## config.mk

```make
export PLATFORM = sky130hd
export DESIGN_NAME = user_sense_enable_port
export DESIGN_NICKNAME = d
export VERILOG_FILES = /design/src/pkg/sense_enable_pkg.sv /design/src/logic/user_sense_enable_port.sv /design/src/logic/sense_filter.sv
export SDC_FILE = /design/constraint.sdc
export NUM_CORES = 1
export LEC_CHECK = 0
export BUFFER_PORTS_ARGS = -buffer_cell sky130_fd_sc_hd__buf_4
export CAP_MARGIN = 10
export CELL_PAD_IN_SITES_DETAIL_PLACEMENT = 1
export CELL_PAD_IN_SITES_GLOBAL_PLACEMENT = 2
export CORE_MARGIN = 1.5
export CORE_UTILIZATION = 32
export DETAILED_ROUTE_END_ITERATION = 12
export PLACE_DENSITY = 0.77
export SYNTH_ARGS = -nofsm -noshare
export SYNTH_HDL_FRONTEND = slang
export SYNTH_SLANG_ARGS = --single-unit
export TNS_END_PERCENT = 30
```

## constraint.sdc

```tcl
create_clock -name mclk -period 2.75 [get_ports mclk]
set_clock_uncertainty 0.1 [all_clocks]
set_input_delay 0.4125 -clock mclk [delete_from_list [all_inputs] [get_ports mclk]]
set_output_delay 0.4125 -clock mclk [all_outputs]
set_load 0.01 [all_outputs]
```

## src/pkg/sense_enable_pkg.sv

```systemverilog
`default_nettype none
package sense_enable_pkg;

	// ------------------------------------------------------------
	// Register map
	// ------------------------------------------------------------
	localparam logic [4:0] USER_SENSE_ENABLE_ADDR = 5'h17;
	localparam logic [7:0] USER_SENSE_ENABLE_RST  = 8'h00;

	// ------------------------------------------------------------
	// Field positions inside the register
	// ------------------------------------------------------------
	localparam int unsigned SENSE_LATCH_0_BIT = 0;
	localparam int unsigned SENSE_LATCH_1_BIT = 1;
	localparam int unsigned OUT_CTRL_0_BIT    = 2;
	localparam int unsigned OUT_CTRL_1_BIT    = 3;
	localparam int unsigned SENSE_LATCH_2_BIT = 4;
	localparam int unsigned RESERVED_BIT      = 5;
	localparam int unsigned OUT_CTRL_2_BIT    = 6;

	// ------------------------------------------------------------
	// Timing
	// ------------------------------------------------------------
	// Qualifying time of a sense pin, in mclk cycles after the synchroniser
	localparam int unsigned SENSE_FILTER_CYCLES = 4;

endpackage : sense_enable_pkg
`default_nettype wire

```

## src/logic/user_sense_enable_port.sv

```systemverilog
`default_nettype none
module user_sense_enable_port #(
	parameter int unsigned FILTER_CYCLES = sense_enable_pkg::SENSE_FILTER_CYCLES,
	parameter bit          DUAL_PATH     = 1'b1
) (
	input  wire logic       mclk,
	input  wire logic       rst,
	input  wire logic       cb_cs,
	input  wire logic       cb_read,
	input  wire logic [4:0] cb_addr,
	input  wire logic [7:0] cb_wdata,
	output logic [7:0]      cb_rdata,
	output logic            cb_ack,
	input  wire logic       sense_in_0,
	input  wire logic       sense_in_1,
	input  wire logic       sense_in_2,
	output logic            ctrl_out_pin_0,
	output logic            ctrl_out_pin_1,
	output logic            ctrl_out_pin_2
);

	// ------------------------------------------------------------
	// Sense qualification
	// ------------------------------------------------------------
	wire [2:0] sense_pins;
	wire [2:0] sense_qual;
	wire [2:0] sense_set;

	assign sense_pins = {sense_in_2, sense_in_1, sense_in_0};

	// Pin rise to latch takes the synchroniser stages, the filter window and one more cycle for the latch flop;
	// A pulse shorter than the window is dropped on purpose, not remembered
	// One filter per pin; the glitch filter replaces an unspecified minimum time
	for (genvar i = 0; i < 3; i++) begin : g_filter
		sense_filter #(
			.CYCLES    (FILTER_CYCLES)
		) u_filter (
			.mclk      (mclk),
			.rst       (rst),
			.sense_pin (sense_pins[i]),
			.qualified (sense_qual[i])
		);
	end

	// Path 2 does nothing on a single-path build
	assign sense_set = {sense_qual[2] & DUAL_PATH, sense_qual[1:0]};

	// ------------------------------------------------------------
	// Register state
	// ------------------------------------------------------------
	// Image order: D0 D1 D4 sense, D2 D3 D6 enable, D5 reserved
	logic [2:0] sense_latch_q;
	logic [2:0] out_ctrl;
	logic       reserved;

	wire        reg_hit;
	wire        reg_wr;
	wire        reg_rd;
	wire [2:0]  wr_clear;
	wire [2:0]  next_sense_latch;
	wire [2:0]  next_out_ctrl;
	wire [7:0]  reg_view;

	// Address decode; other addresses belong to other registers
	assign reg_hit = cb_cs && (cb_addr == sense_enable_pkg::USER_SENSE_ENABLE_ADDR);
	assign reg_wr  = reg_hit && !cb_read;
	assign reg_rd  = reg_hit && cb_read;

	// Writing 0 to a sense bit clears it, writing 1 leaves it alone
	assign wr_clear = reg_wr ? ~{cb_wdata[sense_enable_pkg::SENSE_LATCH_2_BIT],
		cb_wdata[sense_enable_pkg::SENSE_LATCH_1_BIT],
		cb_wdata[sense_enable_pkg::SENSE_LATCH_0_BIT]} : 3'h0;

	// Trade-off: a pin still held high sets its bit again at once, so software
	// Keeps seeing the event until its source goes away
	// A new qualified assertion wins over a clear in the same cycle
	assign next_sense_latch = sense_set | (sense_latch_q & ~wr_clear);

	assign next_out_ctrl = reg_wr ? {cb_wdata[sense_enable_pkg::OUT_CTRL_2_BIT] & DUAL_PATH,
		cb_wdata[sense_enable_pkg::OUT_CTRL_1_BIT],
		cb_wdata[sense_enable_pkg::OUT_CTRL_0_BIT]} : out_ctrl;

	// Read image; bit 7 reads zero
	assign reg_view = {1'b0,
		out_ctrl[2],
		reserved,
		sense_latch_q[2],
		out_ctrl[1],
		out_ctrl[0],
		sense_latch_q[1],
		sense_latch_q[0]};

	// Sense latches
	always_ff @(posedge mclk) begin
		if (rst) begin
			sense_latch_q <= 3'h0;
		end else begin
			sense_latch_q <= next_sense_latch;
		end
	end

	// The reserved bit only stores; nothing but the read image looks at it
	// Enable bits and the inert reserved bit
	always_ff @(posedge mclk) begin
		if (rst) begin
			out_ctrl <= 3'h0;
			reserved <= 1'b0;
		end else begin
			out_ctrl <= next_out_ctrl;
			if (reg_wr) begin
				reserved <= cb_wdata[sense_enable_pkg::RESERVED_BIT];
			end
		end
	end

	// ------------------------------------------------------------
	// Control bus answer
	// ------------------------------------------------------------
	// Any address is answered, so a stray access never stalls the bus;
	// Only this register's address is decoded for data
	// Every select is answered next cycle; unmapped reads return zero
	always_ff @(posedge mclk) begin
		if (rst) begin
			cb_ack   <= 1'b0;
			cb_rdata <= sense_enable_pkg::USER_SENSE_ENABLE_RST;
		end else begin
			cb_ack   <= cb_cs;
			cb_rdata <= reg_rd ? reg_view : 8'h00;
		end
	end

	// ------------------------------------------------------------
	// Enable pins
	// ------------------------------------------------------------
	// A single-path build masks enable 2 on write, so pin 2 stays low there
	// Straight from the flops, so the pins never glitch
	assign ctrl_out_pin_0 = out_ctrl[0];
	assign ctrl_out_pin_1 = out_ctrl[1];
	assign ctrl_out_pin_2 = out_ctrl[2];

	// ------------------------------------------------------------
	// Checks
	// ------------------------------------------------------------
	// The !rst term keeps an attempt off a reset edge, where disable iff
	// Already sees the released level and a reset would look like a lost bit
	a_sense_set: assert property (@(posedge mclk) disable iff (rst)
		(!rst && sense_qual[0]) |=> sense_latch_q[0])
		else $error("qualified sense 0 did not latch");

	a_sense_hold: assert property (@(posedge mclk) disable iff (rst)
		(!rst && sense_latch_q[1] && !(reg_wr && !cb_wdata[1])) |=> sense_latch_q[1])
		else $error("sense latch 1 dropped without a clear");

	a_sense_clear: assert property (@(posedge mclk) disable iff (rst)
		(reg_wr && !cb_wdata[0] && !sense_qual[0]) |=> !sense_latch_q[0])
		else $error("sense latch 0 not cleared by write");

	a_pin0_follow: assert property (@(posedge mclk) disable iff (rst)
		reg_wr |=> ctrl_out_pin_0 == $past(cb_wdata[2]))
		else $error("enable pin 0 does not follow written bit");

	a_pin1_follow: assert property (@(posedge mclk) disable iff (rst)
		reg_wr ##1 !reg_wr |=> ctrl_out_pin_1 == $past(cb_wdata[3], 2))
		else $error("enable pin 1 does not hold written bit");

	a_path2_latch: assert property (@(posedge mclk) disable iff (rst)
		sense_qual[2] |=> sense_latch_q[2] == DUAL_PATH)
		else $error("sense latch 2 wrong for build variant");

	a_reserved_reset: assert property (@(posedge mclk)
		rst |=> !reserved && cb_rdata == 8'h00)
		else $error("reserved bit not zero after reset");

	a_pin2_follow: assert property (@(posedge mclk) disable iff (rst)
		reg_wr |=> ctrl_out_pin_2 == ($past(cb_wdata[6]) && DUAL_PATH))
		else $error("enable pin 2 does not follow written bit");

	a_read_image: assert property (@(posedge mclk) disable iff (rst)
		reg_rd |=> cb_ack && cb_rdata[1:0] == $past(sense_latch_q[1:0]))
		else $error("read does not show latched sense bits");

	a_sense1_set: assert property (@(posedge mclk) disable iff (rst)
		(!rst && sense_qual[1]) |=> sense_latch_q[1])
		else $error("qualified sense 1 did not latch");

	a_sense0_hold: assert property (@(posedge mclk) disable iff (rst)
		(!rst && sense_latch_q[0] && !(reg_wr && !cb_wdata[0])) |=> sense_latch_q[0])
		else $error("sense latch 0 dropped without a clear");

	a_path2_hold: assert property (@(posedge mclk) disable iff (rst)
		(!rst && sense_latch_q[2] && !(reg_wr && !cb_wdata[4])) |=> sense_latch_q[2])
		else $error("sense latch 2 dropped without a clear");

	a_sense2_clear: assert property (@(posedge mclk) disable iff (rst)
		(!rst && reg_wr && !cb_wdata[sense_enable_pkg::SENSE_LATCH_2_BIT] && !sense_qual[2]) |=> !sense_latch_q[2])
		else $error("sense latch 2 not cleared by write");

	a_pin0_hold: assert property (@(posedge mclk) disable iff (rst)
		(!rst && !reg_wr) |=> $stable(ctrl_out_pin_0))
		else $error("enable pin 0 moved without a write");

	a_pin2_hold: assert property (@(posedge mclk) disable iff (rst)
		(!rst && !reg_wr) |=> $stable(ctrl_out_pin_2))
		else $error("enable pin 2 moved without a write");

	a_reserved_write: assert property (@(posedge mclk) disable iff (rst)
		(!rst && reg_wr) |=> reserved == $past(cb_wdata[sense_enable_pkg::RESERVED_BIT]))
		else $error("reserved bit does not take written value");

	a_bus_ack: assert property (@(posedge mclk) disable iff (rst)
		!rst |=> cb_ack == $past(cb_cs))
		else $error("control bus answer not one cycle after select");

endmodule : user_sense_enable_port
`default_nettype wire

```

## src/logic/sense_filter.sv

```systemverilog
`default_nettype none
module sense_filter #(
	parameter int unsigned CYCLES = sense_enable_pkg::SENSE_FILTER_CYCLES
) (
	input  wire logic mclk,
	input  wire logic rst,
	input  wire logic sense_pin,
	output logic      qualified
);

	// ------------------------------------------------------------
	// Synchroniser and run-length filter
	// ------------------------------------------------------------
	localparam int unsigned CW = (CYCLES > 1) ? $clog2(CYCLES) : 1;

	logic [2:0]    sync;
	logic [CW-1:0] run_cnt;
	wire           agree_high;
	wire           run_done;

	// Only the second and third stages are looked at, never the first
	assign agree_high = sync[1] & sync[2];
	assign run_done   = (run_cnt == CW'(CYCLES - 1));

	// Three-stage capture of the asynchronous pin
	always_ff @(posedge mclk) begin
		if (rst) begin
			sync <= 3'h0;
		end else begin
			sync <= {sync[1:0], sense_pin};
		end
	end

	// A glitch shorter than CYCLES restarts the count and never qualifies
	always_ff @(posedge mclk) begin
		if (rst || !agree_high) begin
			run_cnt   <= '0;
			qualified <= 1'b0;
		end else if (run_done) begin
			qualified <= 1'b1;
		end else begin
			run_cnt   <= run_cnt + CW'(1);
		end
	end

	// ------------------------------------------------------------
	// Checks
	// ------------------------------------------------------------
	a_filter_drop: assert property (@(posedge mclk) disable iff (rst)
		!agree_high |=> !qualified)
		else $error("sense qualified without a stable high input");

	a_filter_rise: assert property (@(posedge mclk) disable iff (rst)
		$rose(qualified) |-> $past(agree_high) && $past(run_done))
		else $error("sense qualified before the run completed");

endmodule : sense_filter
`default_nettype wire

```

==> results of run 1 <==
## state kept, by name (all words and copies together) (netlist names)
register and flops:
cb_ack 1, out_ctrl 3, g_filter.u_filter.run_cnt 6, g_filter.u_filter.qualified 3, sense_latch_q 3, cb_rdata 7, g_filter.u_filter.sync 9, reserved 1
## cell families after synthesis
logic type | count (synthesis)
muxes | 3
xor gates and xnor gates | 3
other | 1
DFF | 33
and+or+nand+nor | 50
AOI/OAI and AO/OA | 8
buffers and inverters | 3
adders and majority gates | 3
## routing by layer
layer  vias to the layer above  track usage  part of all wire
met5                         -            0                 0
met4                         0      0.08207             0.020
met3                         5      0.05176             0.044
met2                        19       0.2165              0.52
met1                       383       0.1311              0.42
li1                        417            -                 -
## area by class of cell
type,instances,share of cell area
clock buffers,7,0.04557
clock inverters,1,0.003506
flip-flops and latches,33,0.4628
well taps,46,0.04032
repair buffers,29,0.1525
multi-input cells,68,0.2954
## layout by cell type (no fill, tap or decap)
cell type	n
ha_1	3
nor3_1	3
or3b_1	1
a21oi_1	4
nor2b_1	11
and2_1	7
buf_4	29
clkinv_2	1
nand2_1	3
dfxtp_1	33
conb_1	1
clkbuf_4	5
o21ai_0	4
nor4_1	3
nand4_1	1
and4_1	1
nand4b_1	4
mux2i_1	3
nor2_1	15
and4b_2	1
xor2_1	3
clkbuf_8	2
## per-stage QoR
| step | util | power, µW | setup slack, ns | std cells |
|---|---|---|---|---|
| 3_5_place_dp | 0.4101 | 536.1 | 1.150 | 176 |
| 4_1_cts | 0.4312 | 846.7 | 1.403 | 184 |
| 3_3_place_gp | 0.4101 | 534.8 | 1.212 | 176 |
| 6_report | 0.4312 | 829.7 | 1.427 | 184 |
| 5_1_grt | 0.4312 | 872.5 | 1.369 | 184 |
| 2_1_floorplan | - | 510.5 | 1.397 | 104 |
## how the worst max path moves through the flow
stage	start	to	slack, ns	cells after the start
after floorplan	cb_addr[3]	sense_latch_q[0]	1.40	4
after global placement	cb_addr[3]	sense_latch_q[0]	1.21	4
after detailed placement	cb_addr[3]	sense_latch_q[2]	1.15	4
after CTS	out_ctrl[1]	ctrl_out_pin_1	1.40	1
after global routing	out_ctrl[1]	ctrl_out_pin_1	1.37	1
final	out_ctrl[1]	ctrl_out_pin_1	1.43	1
## where the power goes
| part | total (µW) | internal, µW | switching (µW) |
|---|---|---|---|
| Sequential | 485 | 484 | 1.37 |
| Clock | 305 | 148 | 157 |
| Combinational | 39.1 | 23.1 | 16.1 |
==> results.cfg, run 1 <==
[drt]
num_vias = 824
drt_pass1_iterations = 3
ant_nets = 0
wl_per_cell_um = 11.72
routed_wl_um = 2157
viasPerCell = 4.478
drc = 0
drtIter0Drc = 23

[synthesis]
synth_compound_area_frac = 0.03632
synth_area_leaders = dfxtp_1, nor2b_1, nor2_1
synth_seq_cells = 33
synth-xor-area-share = 0.02384
synth_edf_count = 0
synthesis.area_mm2 = 0.001102
yosysTopAreaCellShare = 0.5993
yosysWarnings = 0
synth.distinct_cells = 20
synth_adder_area_share = 0.03405
synth.top_cells.by_count = dfxtp_1, nor2_1, nor2b_1
synth_mux_area_frac = 0.02724
synth_top_family_by_area = simple AND/OR/NAND/NOR gates
synth_flop_cell = dfxtp_1
syn_inst = 104
synth_seq_area_share = 0.5993
syn_avg_cell_area_um2 = 10.60
async_flop_share = 0
synth_nets = 127
synth_most_common_cell = dfxtp_1
yosys.area.top_type = dfxtp_1
yosys.area_share.simple = 0.2577

[global_routing]
grt_pass1_wl_um = 3408
grt.overflow.total = 0
grt_start_max_net_pins = 19
antenna_found_initial = 0
track_usage = 0.1282
grt_pass1_vias = 804

[floorplan]
die_area_mm2 = 0.003806
coreArea_mm2 = 0.003311
die_x_um = 61.69
io_pins = 32
rows = 21
die_height_um = 61.69
start_util = 0.3330

[worst_setup_path]
crit_family = flip-flops
crit_buf_inv = 1
r2r_slack_ns = 1.68
cp_max_fo = 3
endpoint_kind = output pin
worstPathArrival_ns = 0.81
reg2reg_depth = 3
max_stage_delay_ns = 0.36
start_kind = flop
slowest_stage = dfxtp_1
required_ns = 2.24
r2r-end = g_filter[0].u_filter.run_cnt[1]
critPathKind = reg2out
worstPathCellList = buf_4
timing.rr.start = g_filter[0].u_filter.run_cnt[0]

[clock_tree]
cts_setup_buffers = 0
tritoncts = yes
clock_sinks = 33
path_clk_slew_ns = 0.10
cts_buffer_depth = 2
htree_levels = 2
clock_latency_ns = 0.33
ctsRootBufferMaster = clkbuf_4
numCtsBuffers = 5
postCtsHoldBufs = 0
cts_resized = 0

[final_layout]
fillers = 386
fin_nets = 160
area_growth_pct = 29.51
final_area_mm2 = 0.001428
regArea_um2 = 660.6
antenna_cells = 0
multi_input_area_um2 = 421.7
drive_above_1_share = 0.2754

[sta]
finalHoldViolations = 0
hold_ws_ns = 0.1932
fin_crit_ns = 1.323
rsz0062_at_grt = false
fin_crit_sh = 0.4809
setup_viol = 0
fmax_mhz = 756.1
final-max-slew-violation-count = 0
finalSetupTns_ns = 0

[placed_design]
place_congestion = 0.7220
io_buffers = 29
hpwl_um = 1601
placed_cell_area_mm2 = 0.001358

[pwr]
ir_drop_mv = 0.2525
p_per_area_mw_per_mm2 = 581.1
p_leak_uw = 0.0006084

[worst_hold_path]
hp-class = in2reg
hold_start = sense_in_1
holdPathEnd = g_filter[1].u_filter.sync[0]
min_path_cells = 2

[run]
maxCapViolCount = 0

[status]
outcome = finished clean
No activity file was read; power rests on OpenSTA's default activity.
==> inputs of run 2 (changes only) <==
--- a/config.mk
+++ b/config.mk
@@ -10,9 +10,9 @@
 export CELL_PAD_IN_SITES_DETAIL_PLACEMENT = 1
 export CELL_PAD_IN_SITES_GLOBAL_PLACEMENT = 2
 export CORE_MARGIN = 1.5
-export CORE_UTILIZATION = 32
+export CORE_UTILIZATION = 30
 export DETAILED_ROUTE_END_ITERATION = 12
-export PLACE_DENSITY = 0.77
+export PLACE_DENSITY = 0.72
 export SYNTH_ARGS = -nofsm -noshare
 export SYNTH_HDL_FRONTEND = slang
 export SYNTH_SLANG_ARGS = --single-unit
==> constraint.sdc (replaced) <==
create_clock -name mclk -period 1.3 [get_ports mclk]
set_clock_uncertainty 0.1 [all_clocks]
set_input_delay 0.195 -clock mclk [delete_from_list [all_inputs] [get_ports mclk]]
set_output_delay 0.195 -clock mclk [all_outputs]
set_load 0.01 [all_outputs]
==> run 2 against run 1 <==
  * Global-route usage grew 0.38 points
  * Non-clock buffer count up 5
  * Via count grew 3.2%
  * Clock power increased by 140%
  * First-iteration DRC count shrank 30%
  * Final cell count rose by 2.2%
  * Sequential power up 110%
  * Worst hold slack got worse by 0.16 ns
==> results.cfg, run 2 (synthesized netlist as in run 1, its figures left out) <==
[global_routing]
grt.overflow.total = 0
grt.met1_usage = 0.1356
antenna_found_initial = 0
track_usage = 0.1320
grt_pass1_vias = 945
use_met3 = 0.05536
grt_most_used_layer = met2
grt_pass1_wl_um = 4098
grt_util_met2 = 0.2447
grt_start_max_net_pins = 15

[clock_tree]
postCtsHoldBufs = 0
cts_setup_buffers = 0
tritoncts = yes
clock_sinks = 33
numCtsBuffers = 5
clock_latency_ns = 0.27
cts_resized = 0
htree_levels = 2
path_clk_slew_ns = 0.06
ctsRootBufferMaster = clkbuf_8
cts_buffer_depth = 2

[final_layout]
area_growth_pct = 34.39
final_core_utilization = 0.4304
fillers = 405
antenna_cells = 0
final_cells = 188
top_regs = g_filter.u_filter.sync (9), cb_rdata (7), g_filter.u_filter.run_cnt (6)
final_area_mm2 = 0.001481
layout.cells.most_common = buf_4
regMostFlops = g_filter.u_filter.sync
drive_above_1_share = 0.2887
fin_nets = 165
final_cell_mix = buf_4, dfxtp_1, nor2_1
largest_register_ffs = 9

[drt]
num_vias = 850
routed_wl_um = 2222
drc = 0
drt_pass1_iterations = 4
wl_per_cell_um = 11.82
drtIter0Drc = 16
ant_nets = 0
viasPerCell = 4.521

[worst_setup_path]
critPathKind = reg2reg
start_kind = flop
crit_buf_inv = 0
cp_max_fo = 3
slowest_stage = dfxtp_1
endpoint_kind = flop
required_ns = 1.36
crit_family = flip-flops
worstPathArrival_ns = 1.16
worstPathCellList = ha_1, mux2i_1, nor2_1
crit_cells = 3
reg2reg_depth = 3
max_stage_delay_ns = 0.35

[floorplan]
die_x_um = 63.62
start_util = 0.3202
coreArea_mm2 = 0.003442
die_area_mm2 = 0.004047
rows = 21
io_pins = 32
die_height_um = 63.62

[placed_design]
dpl.cell_count = 181
hpwl_um = 1718
place_congestion = 0.7105
io_buffers = 29
placed_cell_area_mm2 = 0.001395

[run]
maxCapViolCount = 0

[sta]
fin_crit_sh = 0.8430
fmax_mhz = 912.5
setup_viol = 0
hold_ws_ns = 0.03813
rsz0062_at_grt = false
final-max-slew-violation-count = 0
fin_crit_ns = 1.096
finalHoldViolations = 0

[pwr]
p_seq_frac = 0.554
power.internal_uw = 1500
power_uw = 1857
p_leak_uw = 0.0006357
pwr-share-comb = 0.050
power_switching_uw = 356.3
p_sw_frac = 0.1919
clkPwrFrac = 0.397
ir_drop_mv = 0.6142
p_per_area_mw_per_mm2 = 1253

[status]
outcome = finished clean

[worst_hold_path]
min_path_cells = 2
hp-class = in2reg
[run 2: changes by cell type in the layout (fill, tap and decap cells not counted)]
| cell | delta |
|---|---|
| buf_4 | +5 |
| clkbuf_1 | +1 |
| clkbuf_4 | -5 |
| clkbuf_8 | +4 |
| clkinv_2 | -1 |
[run 2: worst reg2reg max path, cell delays in order (launching register included)]
cell and delay, ns:
dfxtp_1 0.35, ha_1 0.24, mux2i_1 0.25, nor2_1 0.06
[run 2: cell type report]
class	instances	area, µm²	area share
multi-input cells	68	421.7	0.2846
repair buffers	34	255.2	0.1723
clock buffers	7	86.33	0.05828
flip-flops and latches	33	660.6	0.4459
well taps	46	57.56	0.03885
[run 2: worst paths after layout]
check | startpoint | endpoint | slack (ns)
worst min-delay path | sense_in_0 | g_filter[0].u_filter.sync[0] | 0.04
worst min register to register | g_filter[2].u_filter.sync[0] | g_filter[2].u_filter.sync[1] | 0.34
worst max register to register | g_filter[2].u_filter.run_cnt[0] | g_filter[2].u_filter.run_cnt[1] | 0.20
worst max-delay path | g_filter[2].u_filter.run_cnt[0] | g_filter[2].u_filter.run_cnt[1] | 0.20
[run 2: power groups by stage]
stage,combinational [µW],sequential (µW),clock [µW]
floorplan,29.6,1050,0
global placement,91.4,1050,0
detailed placement,93.5,1050,0
CTS,94.3,1030,772
global route,102,1030,828
finish,92.4,1030,737
[run 2: per-stage QoR]
stage / worst slack, ns / TNS [ns]
final: 0.2041 / 0
after global routing: 0.1285 / 0
after CTS: 0.2126 / 0
after detailed placement: -0.05646 / -0.2652
after global placement: -0.01954 / -0.05903
after floorplan: 0.1648 / 0
[run 2: metal layers]
metal	vias to the layer above	share of wire	wire, µm
met5	-	0	0
met4	0	0.0050	11
met3	2	0.054	120
met2	23	0.53	1187
met1	403	0.41	901
li1	422	-	-
==> inputs of run 3 (changes only) <==
--- a/config.mk
+++ b/config.mk
@@ -10,9 +10,9 @@
 export CELL_PAD_IN_SITES_DETAIL_PLACEMENT = 1
 export CELL_PAD_IN_SITES_GLOBAL_PLACEMENT = 2
 export CORE_MARGIN = 1.5
-export CORE_UTILIZATION = 30
+export CORE_UTILIZATION = 27
 export DETAILED_ROUTE_END_ITERATION = 12
-export PLACE_DENSITY = 0.72
+export PLACE_DENSITY = 0.69
 export SYNTH_ARGS = -nofsm -noshare
 export SYNTH_HDL_FRONTEND = slang
 export SYNTH_SLANG_ARGS = --single-unit
==> constraint.sdc (replaced) <==
create_clock -name mclk -period 1 [get_ports mclk]
set_clock_uncertainty 0.1 [all_clocks]
set_input_delay 0.15 -clock mclk [delete_from_list [all_inputs] [get_ports mclk]]
set_output_delay 0.15 -clock mclk [all_outputs]
set_load 0.01 [all_outputs]
==> run 3 against run 2 <==
  * Largest power group unchanged
  * Combinational power grew 40%
  * Critical path depth decreased by 2
  * Sequential power rose by 30%
  * Die area up 11%
  * Sequential cell count is the same
  * Critical endpoint is now ctrl_out_pin_0
  * Sequential share of layout area is 3.0 points lower
  * Worst hold slack lost 0.025 ns
  * Total power grew 28%
  * Final cell count grew 5.9%
  * Final area rose by 9.0%
  * Routed wire length up 3.7%
  * Worst setup slack worse by 0.18 ns
==> results.cfg, run 3 (synthesized netlist as in run 1, its figures left out) <==
[global_routing]
grt_pass1_vias = 918
antenna_found_initial = 0
grt_start_max_net_pins = 13
grt.overflow.total = 0
track_usage = 0.1233
grt_pass1_wl_um = 3939

[final_layout]
final_cells = 199
final_core_utilization = 0.4067
drive_above_1_share = 0.4094
final_area_mm2 = 0.001615
largest_register_ffs = 9
final_cell_mix = buf_4, dfxtp_1, nor2_1
layout.cells.most_common = buf_4
area_growth_pct = 46.54
regMostFlops = g_filter.u_filter.sync
top_regs = g_filter.u_filter.sync (9), cb_rdata (7), g_filter.u_filter.run_cnt (6)
fin_nets = 173
antenna_cells = 0

[pwr]
p_per_area_mw_per_mm2 = 1471
pwr-share-comb = 0.054
clkPwrFrac = 0.383
power_switching_uw = 505.0
ir_drop_mv = 0.7686
p_leak_uw = 0.0006680
p_seq_frac = 0.562
power.internal_uw = 1871
p_sw_frac = 0.2126

[worst_setup_path]
crit_buf_inv = 1
worstPathArrival_ns = 0.73
required_ns = 0.75
worstPathCellList = buf_4
max_stage_delay_ns = 0.32
crit_family = flip-flops
slowest_stage = dfxtp_2
start_kind = flop
critPathKind = reg2out
endpoint_kind = output pin
cp_max_fo = 2

[drt]
num_vias = 861
ant_nets = 0
drtIter0Drc = 26
wl_per_cell_um = 11.58
routed_wl_um = 2304
drt_pass1_iterations = 2
viasPerCell = 4.327
drc = 0

[clock_tree]
path_clk_slew_ns = 0.06
tritoncts = yes
cts_buffer_depth = 2
ctsRootBufferMaster = clkbuf_8
numCtsBuffers = 5
clock_sinks = 33
clock_latency_ns = 0.28
htree_levels = 2

[floorplan]
start_util = 0.2776
rows = 23
die_x_um = 66.90
die_area_mm2 = 0.004475
coreArea_mm2 = 0.003971
io_pins = 32
die_height_um = 66.90

[sta]
finalSetupTns_ns = 0
fin_crit_ns = 0.9763
final-max-slew-violation-count = 0
rsz0062_at_grt = true
fin_crit_sh = 0.9763
finalHoldViolations = 0
setup_viol = 0
fmax_mhz = 1024

[placed_design]
dpl.cell_count = 188
place_congestion = 0.6969
placed_cell_area_mm2 = 0.001423
io_buffers = 29
hpwl_um = 1710

[status]
outcome = finished clean

[run]
maxCapViolCount = 0

[worst_hold_path]
hp-class = in2reg
-- run 3: worst register-to-register path, stage by stage (launching register included) --
cell	delay [ns]
dfxtp_2	0.35
ha_4	0.16
mux2i_1	0.19
nor2_1	0.06
-- run 3: path summary, 6_finish.rpt --
| check | start | endpoint | slack [ns] | depth (start not counted) |
|---|---|---|---|---|
| min reg2reg | g_filter[2].u_filter.sync[0] | g_filter[2].u_filter.sync[1] | 0.34 | 1 |
| max reg2reg | g_filter[2].u_filter.run_cnt[0] | g_filter[2].u_filter.run_cnt[1] | 0.04 | 3 |
| max | out_ctrl[0] | ctrl_out_pin_0 | 0.02 | 1 |
| min | cb_cs | cb_ack | 0.01 | 2 |
-- run 3: power by group through the flow --
stage                     clock [µW]  combinational (µW)  sequential (µW)
final                            911                 129             1340
after global routing            1010                 142             1340
after CTS                        949                 131             1340
after detailed placement           0                 122             1370
after global placement             0                 119             1360
after floorplan                    0                38.4             1370
-- run 3: metal layers --
metal | global-route usage | vias to the layer above | part of all wire | wire [µm]
met1 | 0.1284 | 387 | 0.45 | 1038
li1 | - | 439 | - | -
met4 | 0.06122 | 0 | 0.020 | 45
met2 | 0.2200 | 28 | 0.48 | 1112
met5 | 0 | - | 0 | 0
met3 | 0.04054 | 7 | 0.046 | 107
-- run 3: what timing repair did --
item,4_1_cts,5_1_grt
pin swaps,0,2
gates cloned,0,0
setup buffers,0,2
gates resized for setup,12,8
setup endpoints to repair,9,9
hold buffers,3,0
hold endpoints to repair,3,0
-- run 3: final cells by class --
class,instances,area (µm²)
sequential,33,671.9
multi-input combinational,68,476.7
tap,50,62.56
timing repair buffer,42,330.3
clock buffer,5,68.82
clock inverter,1,5.005
fill,468,2356
-- run 3: through the flow --
| stage | setup slack, ns | total power (µW) | hold slack [ns] |
|---|---|---|---|
| final | 0.02367 | 2376 | 0.01277 |
| after global routing | -0.01228 | 2485 | 0.04010 |
| after CTS | -0.01007 | 2416 | 0.001016 |
| after detailed placement | -0.2594 | 1487 | 0.2701 |
| after global placement | -0.2301 | 1484 | 0.2609 |
| after floorplan | -0.09024 | 1404 | 0.1216 |
